### src/lpa_pkg.sv
/*
 * shared constants for the two-section linear pixel array readout:
 * section geometry, readout edge counts, link clock divider and the
 * charge transfer delay.
 * assumes a 100 MHz system clock at both ends of the link.
 */
package lpa_pkg;

	// array geometry
	localparam int SECTIONS = 2;
	localparam int PIXELS_PER_SECTION = 640;
	localparam int PIX_W = 8;
	localparam int IDX_W = 10;
	localparam int EDGE_W = 11;

	// sequencing figures, in section clock rising edges
	localparam logic [4:0] INTEG_RESET_CLOCKS = 5'h12;
	localparam logic [EDGE_W-1:0] END_EDGE_PARALLEL = 11'h281;
	localparam logic [EDGE_W-1:0] END_EDGE_SERIAL = 11'h501;

	// system clock and section clock divider
	localparam int SYS_CLK_MHZ = 100;
	localparam logic [3:0] CLK_HALF_CYCLES = 4'h8;

	// charge transfer delay after the last clock, least time
	localparam int CHARGE_TRANSFER_DELAY_US = 20;
	localparam int CHARGE_TRANSFER_CYCLES = CHARGE_TRANSFER_DELAY_US * SYS_CLK_MHZ;
	localparam int WAIT_W = 12;

	// controller sequencer states
	typedef enum logic [1:0] {
		CTRL_IDLE,
		CTRL_RUN,
		CTRL_SETTLE
	} ctrl_state_e;

endpackage : lpa_pkg

### src/sensor_link_if.sv
/*
 * pins between the linear array and its controller.
 * assumes the testbench resolves each analog output to high impedance
 * from its output enable; no clocking block here.
 */
`timescale 1ns/100ps
`default_nettype none

interface sensor_link_if;
	import lpa_pkg::*;

	// section clocks, made by the controller
	logic section_clock_a;
	logic section_clock_b;
	// start and freeze inputs of the array
	logic scan_start_in_a;
	logic scan_start_in_b;
	logic sample_freeze_a;
	logic sample_freeze_b;
	// chained start pulses out of the array
	logic chain_out_a;
	logic chain_out_b;
	// pixel outputs, high impedance while the enable is low
	logic [PIX_W-1:0] pixel_voltage_out_a;
	logic [PIX_W-1:0] pixel_voltage_out_b;
	logic pixel_voltage_out_a_oe;
	logic pixel_voltage_out_b_oe;

	// the array end
	modport array (
		input section_clock_a, section_clock_b,
		input scan_start_in_a, scan_start_in_b,
		input sample_freeze_a, sample_freeze_b,
		output chain_out_a, chain_out_b,
		output pixel_voltage_out_a, pixel_voltage_out_b,
		output pixel_voltage_out_a_oe, pixel_voltage_out_b_oe
	);

	// the controller end
	modport ctrl (
		output section_clock_a, section_clock_b,
		output scan_start_in_a, scan_start_in_b,
		output sample_freeze_a, sample_freeze_b,
		input chain_out_a, chain_out_b,
		input pixel_voltage_out_a, pixel_voltage_out_b,
		input pixel_voltage_out_a_oe, pixel_voltage_out_b_oe
	);

endinterface : sensor_link_if

`default_nettype wire

### src/linear_pixel_array_readout.sv
/*
 * array end: readout sequencing of both sections of the linear array.
 * each section has a start shift register, an integrator reset timer
 * and a pixel output stage enabled only during its output phase.
 * assumes all link pins are asynchronous to sys_clk_i and change no
 * faster than once per eight system clocks; the user side supplies the
 * held level of the pixel named on pixel_index_o in the same cycle.
 */
`timescale 1ns/100ps
`default_nettype none

// Contract
// - each section: 640-stage shift register plus reset
// - readout starts when start sampled high
// - freeze rising edge holds samples, starts reset
// - shifting pulse outputs one pixel per clock
// - integrator reset ends 18 clocks after start
// - chain output a rises on 640th edge
// - 641st edge ends chain a, output off
// - chain b on 1280th, 1281st ends it
// - next start waits transfer time after 1281st
// - serial mode: chain a drives start b
// - chain b starts cascade or marks end
// - serial: freeze a tied to start a, freeze b
// - parallel: each freeze tied to own start
// - pixel output high impedance outside output phase
// - controller allows 20 us charge transfer
// - start low again before next rising edge
module linear_pixel_array_readout (
	// clock and reset
	input wire logic sys_clk_i,
	input wire logic rst_i,
	// link to the controller
	sensor_link_if.array link,
	// held pixel levels, one per section
	input wire logic [lpa_pkg::SECTIONS-1:0][lpa_pkg::PIX_W-1:0] light_level_i,
	// pixel being read out, per section
	output logic [lpa_pkg::SECTIONS-1:0][lpa_pkg::IDX_W-1:0] pixel_index_o,
	// integration running, per section
	output logic [lpa_pkg::SECTIONS-1:0] integrating_o,
	// sampling capacitors held, per section
	output logic [lpa_pkg::SECTIONS-1:0] samples_held_o
);
	import lpa_pkg::*;

	// pin groups gathered per section
	wire [SECTIONS-1:0] clk_pin;
	wire [SECTIONS-1:0] start_pin;
	wire [SECTIONS-1:0] freeze_pin;
	// per-section results before they reach the pins
	logic [SECTIONS-1:0] chain_q;
	logic [SECTIONS-1:0] drive_q;
	logic [SECTIONS-1:0][PIX_W-1:0] level_q;

	assign clk_pin = {link.section_clock_b, link.section_clock_a};
	assign start_pin = {link.scan_start_in_b, link.scan_start_in_a};
	assign freeze_pin = {link.sample_freeze_b, link.sample_freeze_a};

	// pins driven straight from the section flops
	assign link.chain_out_a = chain_q[0];
	assign link.chain_out_b = chain_q[1];
	assign link.pixel_voltage_out_a = level_q[0];
	assign link.pixel_voltage_out_b = level_q[1];
	assign link.pixel_voltage_out_a_oe = drive_q[0];
	assign link.pixel_voltage_out_b_oe = drive_q[1];

	// one copy of the sequencer per section
	genvar g;
	generate
		for (g = 0; g < SECTIONS; g++)
		begin : sec
			// two-flop synchronisers for the three pins
			logic [1:0] clk_s_q;
			logic [1:0] start_s_q;
			logic [1:0] freeze_s_q;
			// previous synchronised levels, for edges
			logic clk_prev_q;
			logic freeze_prev_q;
			// start pulse travelling through the pixels
			logic [PIXELS_PER_SECTION-1:0] shift_q;
			logic [PIXELS_PER_SECTION-1:0] shift_d;
			// integrator reset: armed by freeze, timed from start
			logic reset_arm_q;
			logic reset_arm_d;
			logic [4:0] reset_cnt_q;
			logic [4:0] reset_cnt_d;
			// samples disconnected from the integrators
			logic held_q;
			logic held_d;
			// pixel position of the travelling pulse
			logic [IDX_W-1:0] index_q;
			logic [IDX_W-1:0] index_d;

			// decoded events
			wire clk_rise;
			wire freeze_rise;
			wire start_taken;
			wire in_output;
			wire reset_busy_d;
			wire pulse_leaves; // last stage emptied on this edge

			// section clock and freeze edges on the synchronised levels
			assign clk_rise = clk_s_q[1] & ~clk_prev_q;
			assign freeze_rise = freeze_s_q[1] & ~freeze_prev_q;
			// start seen high on a section clock rising edge
			assign start_taken = clk_rise & start_s_q[1];

			// pulse shifts one pixel per section clock edge
			assign shift_d = clk_rise ? {shift_q[PIXELS_PER_SECTION-2:0], start_s_q[1]} : shift_q;
			// output phase lasts while the pulse is inside
			assign in_output = |shift_d;

			// pixel index: pixel 0 after the start edge, then one per edge
			assign index_d = start_taken ? '0 : (clk_rise && in_output) ? index_q + 10'h001 : index_q;

			// freeze edge starts the reset at once, start edge times it
			assign reset_arm_d = freeze_rise ? 1'b1 : clk_rise ? 1'b0 : reset_arm_q;
			assign reset_cnt_d = start_taken ? INTEG_RESET_CLOCKS :
				(clk_rise && reset_cnt_q != 5'h00) ? reset_cnt_q - 5'h01 : reset_cnt_q;
			assign reset_busy_d = reset_arm_d | (reset_cnt_d != 5'h00);

			// samples held from the freeze edge until the pulse leaves
			// a chained section stays held while it waits for its own pulse
			assign pulse_leaves = clk_rise & (|shift_q) & ~in_output;
			assign held_d = freeze_rise ? 1'b1 : pulse_leaves ? 1'b0 : held_q;

			// pin synchronisers; only the second stage is read
			always_ff @(posedge sys_clk_i or posedge rst_i)
			begin
				if (rst_i)
				begin
					clk_s_q <= 2'h0;
					start_s_q <= 2'h0;
					freeze_s_q <= 2'h0;
				end
				else
				begin
					clk_s_q <= {clk_s_q[0], clk_pin[g]};
					start_s_q <= {start_s_q[0], start_pin[g]};
					freeze_s_q <= {freeze_s_q[0], freeze_pin[g]};
				end
			end

			// edge history
			always_ff @(posedge sys_clk_i or posedge rst_i)
			begin
				if (rst_i)
				begin
					clk_prev_q <= 1'b0;
					freeze_prev_q <= 1'b0;
				end
				else
				begin
					clk_prev_q <= clk_s_q[1];
					freeze_prev_q <= freeze_s_q[1];
				end
			end

			// shift register and pixel position
			always_ff @(posedge sys_clk_i or posedge rst_i)
			begin
				if (rst_i)
				begin
					shift_q <= '0;
					index_q <= '0;
				end
				else
				begin
					shift_q <= shift_d;
					index_q <= index_d;
				end
			end

			// integrator reset timing and sample hold
			always_ff @(posedge sys_clk_i or posedge rst_i)
			begin
				if (rst_i)
				begin
					reset_arm_q <= 1'b0;
					reset_cnt_q <= 5'h00;
					held_q <= 1'b0;
				end
				else
				begin
					reset_arm_q <= reset_arm_d;
					reset_cnt_q <= reset_cnt_d;
					held_q <= held_d;
				end
			end

			// pins: chain pulse in the last stage, pixel level while shifting
			always_ff @(posedge sys_clk_i or posedge rst_i)
			begin
				if (rst_i)
				begin
					chain_q[g] <= 1'b0;
					drive_q[g] <= 1'b0;
					level_q[g] <= '0;
				end
				else
				begin
					// last stage: 640th edge raises, 641st drops
					chain_q[g] <= shift_d[PIXELS_PER_SECTION-1];
					// output stage off outside the output phase
					drive_q[g] <= in_output;
					level_q[g] <= in_output ? light_level_i[g] : '0;
				end
			end

			// user side status
			always_ff @(posedge sys_clk_i or posedge rst_i)
			begin
				if (rst_i)
				begin
					pixel_index_o[g] <= '0;
					integrating_o[g] <= 1'b1;
					samples_held_o[g] <= 1'b0;
				end
				else
				begin
					pixel_index_o[g] <= index_d;
					// next integration starts as soon as the reset ends
					integrating_o[g] <= ~reset_busy_d;
					samples_held_o[g] <= held_d;
				end
			end
		end
	endgenerate

endmodule : linear_pixel_array_readout

`default_nettype wire

### src/flat_wrapper.sv
// flat-port wrapper written by rule: the top's interface ports become plain ports
module linear_pixel_array_readout_flat import lpa_pkg::*;
  (sys_clk_i, rst_i, light_level_i, pixel_index_o, integrating_o, samples_held_o, link_section_clock_a, link_section_clock_b, link_scan_start_in_a, link_scan_start_in_b, link_sample_freeze_a, link_sample_freeze_b, link_chain_out_a, link_chain_out_b, link_pixel_voltage_out_a, link_pixel_voltage_out_b, link_pixel_voltage_out_a_oe, link_pixel_voltage_out_b_oe);
  sensor_link_if link_i ();
  input wire logic sys_clk_i;
  input wire logic rst_i;
  input wire logic [lpa_pkg::SECTIONS-1:0][lpa_pkg::PIX_W-1:0] light_level_i;
  output logic [lpa_pkg::SECTIONS-1:0][lpa_pkg::IDX_W-1:0] pixel_index_o;
  output logic [lpa_pkg::SECTIONS-1:0] integrating_o;
  output logic [lpa_pkg::SECTIONS-1:0] samples_held_o;
  input wire logic [$bits(link_i.section_clock_a)-1:0] link_section_clock_a;
  input wire logic [$bits(link_i.section_clock_b)-1:0] link_section_clock_b;
  input wire logic [$bits(link_i.scan_start_in_a)-1:0] link_scan_start_in_a;
  input wire logic [$bits(link_i.scan_start_in_b)-1:0] link_scan_start_in_b;
  input wire logic [$bits(link_i.sample_freeze_a)-1:0] link_sample_freeze_a;
  input wire logic [$bits(link_i.sample_freeze_b)-1:0] link_sample_freeze_b;
  output wire logic [$bits(link_i.chain_out_a)-1:0] link_chain_out_a;
  output wire logic [$bits(link_i.chain_out_b)-1:0] link_chain_out_b;
  output wire logic [$bits(link_i.pixel_voltage_out_a)-1:0] link_pixel_voltage_out_a;
  output wire logic [$bits(link_i.pixel_voltage_out_b)-1:0] link_pixel_voltage_out_b;
  output wire logic [$bits(link_i.pixel_voltage_out_a_oe)-1:0] link_pixel_voltage_out_a_oe;
  output wire logic [$bits(link_i.pixel_voltage_out_b_oe)-1:0] link_pixel_voltage_out_b_oe;
  assign link_i.section_clock_a = link_section_clock_a;
  assign link_i.section_clock_b = link_section_clock_b;
  assign link_i.scan_start_in_a = link_scan_start_in_a;
  assign link_i.scan_start_in_b = link_scan_start_in_b;
  assign link_i.sample_freeze_a = link_sample_freeze_a;
  assign link_i.sample_freeze_b = link_sample_freeze_b;
  assign link_chain_out_a = link_i.chain_out_a;
  assign link_chain_out_b = link_i.chain_out_b;
  assign link_pixel_voltage_out_a = link_i.pixel_voltage_out_a;
  assign link_pixel_voltage_out_b = link_i.pixel_voltage_out_b;
  assign link_pixel_voltage_out_a_oe = link_i.pixel_voltage_out_a_oe;
  assign link_pixel_voltage_out_b_oe = link_i.pixel_voltage_out_b_oe;
  linear_pixel_array_readout u_core (.sys_clk_i(sys_clk_i), .rst_i(rst_i), .link(link_i), .light_level_i(light_level_i), .pixel_index_o(pixel_index_o), .integrating_o(integrating_o), .samples_held_o(samples_held_o));
endmodule
### config.mk
export PLATFORM = sky130hd
export DESIGN_NAME = linear_pixel_array_readout_flat
export DESIGN_NICKNAME = d
export VERILOG_FILES = /design/src/lpa_pkg.sv /design/src/sensor_link_if.sv /design/src/linear_pixel_array_readout.sv /design/src/flat_wrapper.sv
export SDC_FILE = /design/constraint.sdc
export NUM_CORES = 2
export LEC_CHECK = 0
export BUFFER_PORTS_ARGS = -buffer_cell sky130_fd_sc_hd__buf_2
export CAP_MARGIN = 10
export CORE_MARGIN = 2
export CORE_UTILIZATION = 35
export CTS_CLUSTER_DIAMETER = 30
export DETAILED_ROUTE_END_ITERATION = 8
export PLACE_DENSITY = 0.45
export SYNTH_ARGS = -nofsm -noshare
export SYNTH_HDL_FRONTEND = slang
export SYNTH_SLANG_ARGS = --single-unit
### constraint.sdc
create_clock -name sys_clk_i -period 73.5 [get_ports sys_clk_i]
set_input_delay 14.7 -clock sys_clk_i [delete_from_list [all_inputs] [get_ports sys_clk_i]]
set_output_delay 14.7 -clock sys_clk_i [all_outputs]
set_load 0.005 [all_outputs]
# == Word-level counts from Yosys, hierarchy flattened ==
# Cells that the tools add are included.
# word_totals
latch_bits,0
input_bits,24
mem_count,0
mem_bits_rw,0
wordCells,88
reg_bits,1352
rom_bits,0
out_inout_bits,44
# classes
n_eq_ne,0
addsub,4
muxes,20
div_mod_pow,0
shift,0
order_cmp,0
n_mul,0
bitwise,20
reduce_logical,16
# ops
op,n
$reduce_or 640->1,4
$mux 640,2
$mux 10,4
$add 10x1->10 const B,2
$mux 5,4
$reduce_bool 5->1,4
$mux 8,2
$and 1x1->1,10
$sub 5x1->5 const B,2
$mux 1,8
$not 1->1,8
$reduce_bool 2->1,4
$logic_and 1x1->1,4
$or 1x1->1,2

# == Depth between registers and ports, before layout ==
# depth
word_depth,8
mapped_depth,11
ltp_nobuf,9

# == Worst setup path before layout ==
# No wires, ideal clock.
# synth_timing
kind,flip-flop to output port
start,register u_core.integrating_o[0] (netlist name)
end,output integrating_o[0] (netlist name)
path_slack_ps,58299
path_buffers,0
t_arrival_ps,501
t_required_ps,58800
path_stages_with_launch,1
cell_sequence,dfstp_2
# synth_lines
item,line_no,source
start: declaration,linear_pixel_array_readout.sv:40,"output logic [lpa_pkg::SECTIONS-1:0] integrating_o,"
start signal: indexed assignment,linear_pixel_array_readout.sv:223,integrating_o[g] <= ~reset_busy_d;
end: declaration,flat_wrapper.sv:9,output logic [lpa_pkg::SECTIONS-1:0] integrating_o;
# No word-level cell between the ends.

==> qor.yml <==
status: "completed"
fin_tns_setup_ps: 0
cp.buffers_inverters: 5
grt_usage_pct: 23.6
yosysWarnings: 0
post_cts_buffers: 0
cts_buffers: 367
drtPass1Iterations: 5
ir_drop_mv: 0.0262
required_ps: 74320
tightest_slew_ps: 1220
wl_per_cell_um: 21.3
synth_cell_type_count: 60
drc_errors: 0
worstSetupPathType: "in2async"
ctsHoldBuffers: 0
min_from: "u_core.sec[1].start_s_q[0]"
crit_path_frequent_cell: "buf_4"
post_cts_resized: 0
max_freq_mhz: 58.4
cp-start-kind: "input port"
p_leak_nw: 38.6
worst_r2r_startpoint: "u_core.sec[1].clk_s_q[1]"
hp-class: "reg2reg"
die_w_um: 401
powerDensity_nw_per_um2: 35.2
synth_ff_type: "dfrtp_1"
report.final.slew_viol_count: 0
grt_pass1_vias: 44000
io_pins: 68
cts_max_level: 5
antenna_left: 0
core_um2: 156000
cp_slowest_cell: "buf_4"
place.port_buffers: 67
crit_chain: "buf_2 > inv_8 > buf_4 > buf_4 > buf_4"
finalSetupViolCount: 0
dp_hpwl_um: 130000
clk_latency_ps: 920
routed_wl_um: 191000
setup_ws_ps: 56370
fin_nets: 6695
vias: 45700
clk_pin_slew_ps: 40
die_h_um: 401
grt_max_degree: 222
slew_headroom_pct: 18.4
syn-mean-instance-area_um2: 8.52
maxCapViolations: 0
hold_viol_final: 0
cts_root_buf: "clkbuf_16"
globalplace.congestion: 0.953
synth_edf_count: 0
crit_fanout: 93
antenna_found_initial: 7
syn_inst: 6475
drive_above_1_share_pct: 10.6
yosys_register_bits: 1350
drt_iter0_drc: 5196
end_kind: "asynchronous set/reset pin"
fin_skew_ps: 61.4
grt_pass1_wl_um: 287000
gr-total-overflow: 0
syn-cell-area_um2: 55100
start_util_pct: 35.3
vias_per_cell: 5.07
place_ws_ps: 55300
critical-path-max-stage-delay_ps: 890
fin_crit_ps: 17130
synthToLayoutAreaGrowth_pct: 27.0
core.rowCount: 145
async_flop_share_pct: 100
critPathLaunch: "rst_i"
crit_arrival_ps: 17950
rsz0062_at_grt: "false"
critPathTopFamily: "buffers and inverters"
finalCritPeriodShare_pct: 23.3
cts_sinks: 1350
cts_tree: "built"
cts_buffer_depth: 4
nFillCells: 15200
syn_nets: 6505
die_area_um2: 161000
seq_area_frac_synth_pct: 61.3
-- cell type report --
type / count / area (um2) / share of cell area [%]
clock buffers: 489 / 10400 / 14.8
flip-flops and latches: 1350 / 33800 / 48.2
inverters: 13 / 56.3 / 0.0804
repair buffers: 128 / 853 / 1.22
diodes: 3 / 7.51 / 0.0107
well taps: 2058 / 2570 / 3.68
multi-input cells: 4805 / 20200 / 28.8
clock inverters: 156 / 2220 / 3.17
-- worst reg2reg max path: cells and delay by family (launching register included) --
family,cells,cell delay (ps)
and+or+nand+nor,5,2240
buffers and inverters,2,1480
AOI/OAI and AO/OA,3,1130
DFF,1,400
-- flip-flops by register name (all words and copies together) (netlist names), 4 cells and up --
name                             cells
u_core.link.pixel_voltage_out_b      8
u_core.sec.start_s_q                 4
u_core.sec.index_q                  10
u_core.link.pixel_voltage_out_a      8
u_core.sec.clk_s_q                   4
u_core.sec.freeze_s_q                4
u_core.pixel_index_o                10
u_core.sec.shift_q                1278
u_core.sec.reset_cnt_q              10
-- metrics by stage --
stage	instances	hold WS [ps]	instance area (um2)	util (%)	total power, mW
finish	9002	360	70100	44.8	2.46
global route	8999	376	70000	44.8	2.54
CTS	8997	367	70000	44.8	2.49
detailed placement	8352	357	57400	36.7	0.859
global placement	8352	331	57400	36.7	0.859
floorplan	6475	331	55100	-	0.828
-- Yosys cell counts (5+ instances only) --
master | instances | share of area [%]
nor4_1 | 323 | 3.7
nand4_1 | 95 | 1.1
nor4b_1 | 9 | 0.14
nand4b_1 | 8 | 0.13
and2_1 | 11 | 0.12
o22ai_1 | 7 | 0.079
nor2b_1 | 13 | 0.15
buf_1 | 15 | 0.10
dfrtp_1 | 1348 | 61
and3_1 | 5 | 0.057
or3_1 | 11 | 0.12
or4_1 | 28 | 0.38
nor3_1 | 115 | 1.0
nand3_1 | 55 | 0.50
o21ai_0 | 10 | 0.091
nor2_1 | 102 | 0.69
nand3b_1 | 8 | 0.11
a21oi_1 | 8 | 0.073
a31oi_1 | 5 | 0.057
ha_1 | 6 | 0.14
clkbuf_1 | 284 | 1.9
a21boi_0 | 6 | 0.082
mux2i_1 | 7 | 0.13
nand2_1 | 3902 | 27
o211ai_1 | 13 | 0.18
and4_1 | 6 | 0.095
inv_1 | 13 | 0.088
-- logic make-up (layout without fill, tap and decap cells) --
| logic type | count (synthesis) | in the layout | synth area share (%) |
|---|---|---|---|
| other | 0 | 3 | 0 |
| and+or+nand+nor | 4709 | 4709 | 35.2 |
| adders and majority gates | 6 | 6 | 0.136 |
| buffers and inverters | 320 | 786 | 2.22 |
| muxes | 7 | 7 | 0.127 |
| DFF | 1350 | 1350 | 61.3 |
| AOI/OAI and AO/OA | 75 | 75 | 0.969 |
| xor gates and xnor gates | 8 | 8 | 0.127 |
-- final timing paths --
| kind | cells after the start | slack [ps] | to |
|---|---|---|---|
| setup / recovery | 5 | 56370 | u_core.sec[0].shift_q[156] |
| hold / removal | 0 | 360 | u_core.sec[1].start_s_q[1] |
| setup reg to reg | 10 | 68060 | u_core.samples_held_o[1] |
| hold reg to reg | 0 | 360 | u_core.sec[1].start_s_q[1] |
| max in group sys_clk_i | 1 | 57300 | integrating_o[0] |
| min in group asynchronous | 2 | 13870 | u_core.sec[0].reset_cnt_q[3] |
-- report_power, final --
group / internal, mW / switching, mW
Combinational: 0.0181 / 0.0634
Clock: 1.15 / 0.463
Sequential: 0.755 / 0.0109
Total: 1.93 / 0.537
-- placed cells by master, fill, tap and decap left out, drive strengths merged, types with 8 or more instances in the layout --
| master | count |
|---|---|
| dfrtp | 1348 |
| nor2b | 13 |
| nor3 | 115 |
| inv | 19 |
| o211ai | 13 |
| or4 | 29 |
| nand4b | 8 |
| clkinv | 73 |
| nand2 | 3902 |
| bufinv | 51 |
| o21ai | 11 |
| and2 | 11 |
| or3 | 11 |
| clkbuf | 489 |
| nand3 | 55 |
| nor4b | 9 |
| clkinvlp | 26 |
| buf | 128 |
| nor2 | 103 |
| nor4 | 324 |
| nand4 | 95 |
| nand3b | 8 |
| a21oi | 8 |
-- routing by layer --
layer	GRT usage [%]	wire length, um
met5	0	26
met4	7.16	4700
met3	6.93	15800
met2	30.0	73500
met1	37.5	97200
No activity file was read; power rests on OpenSTA's default activity.
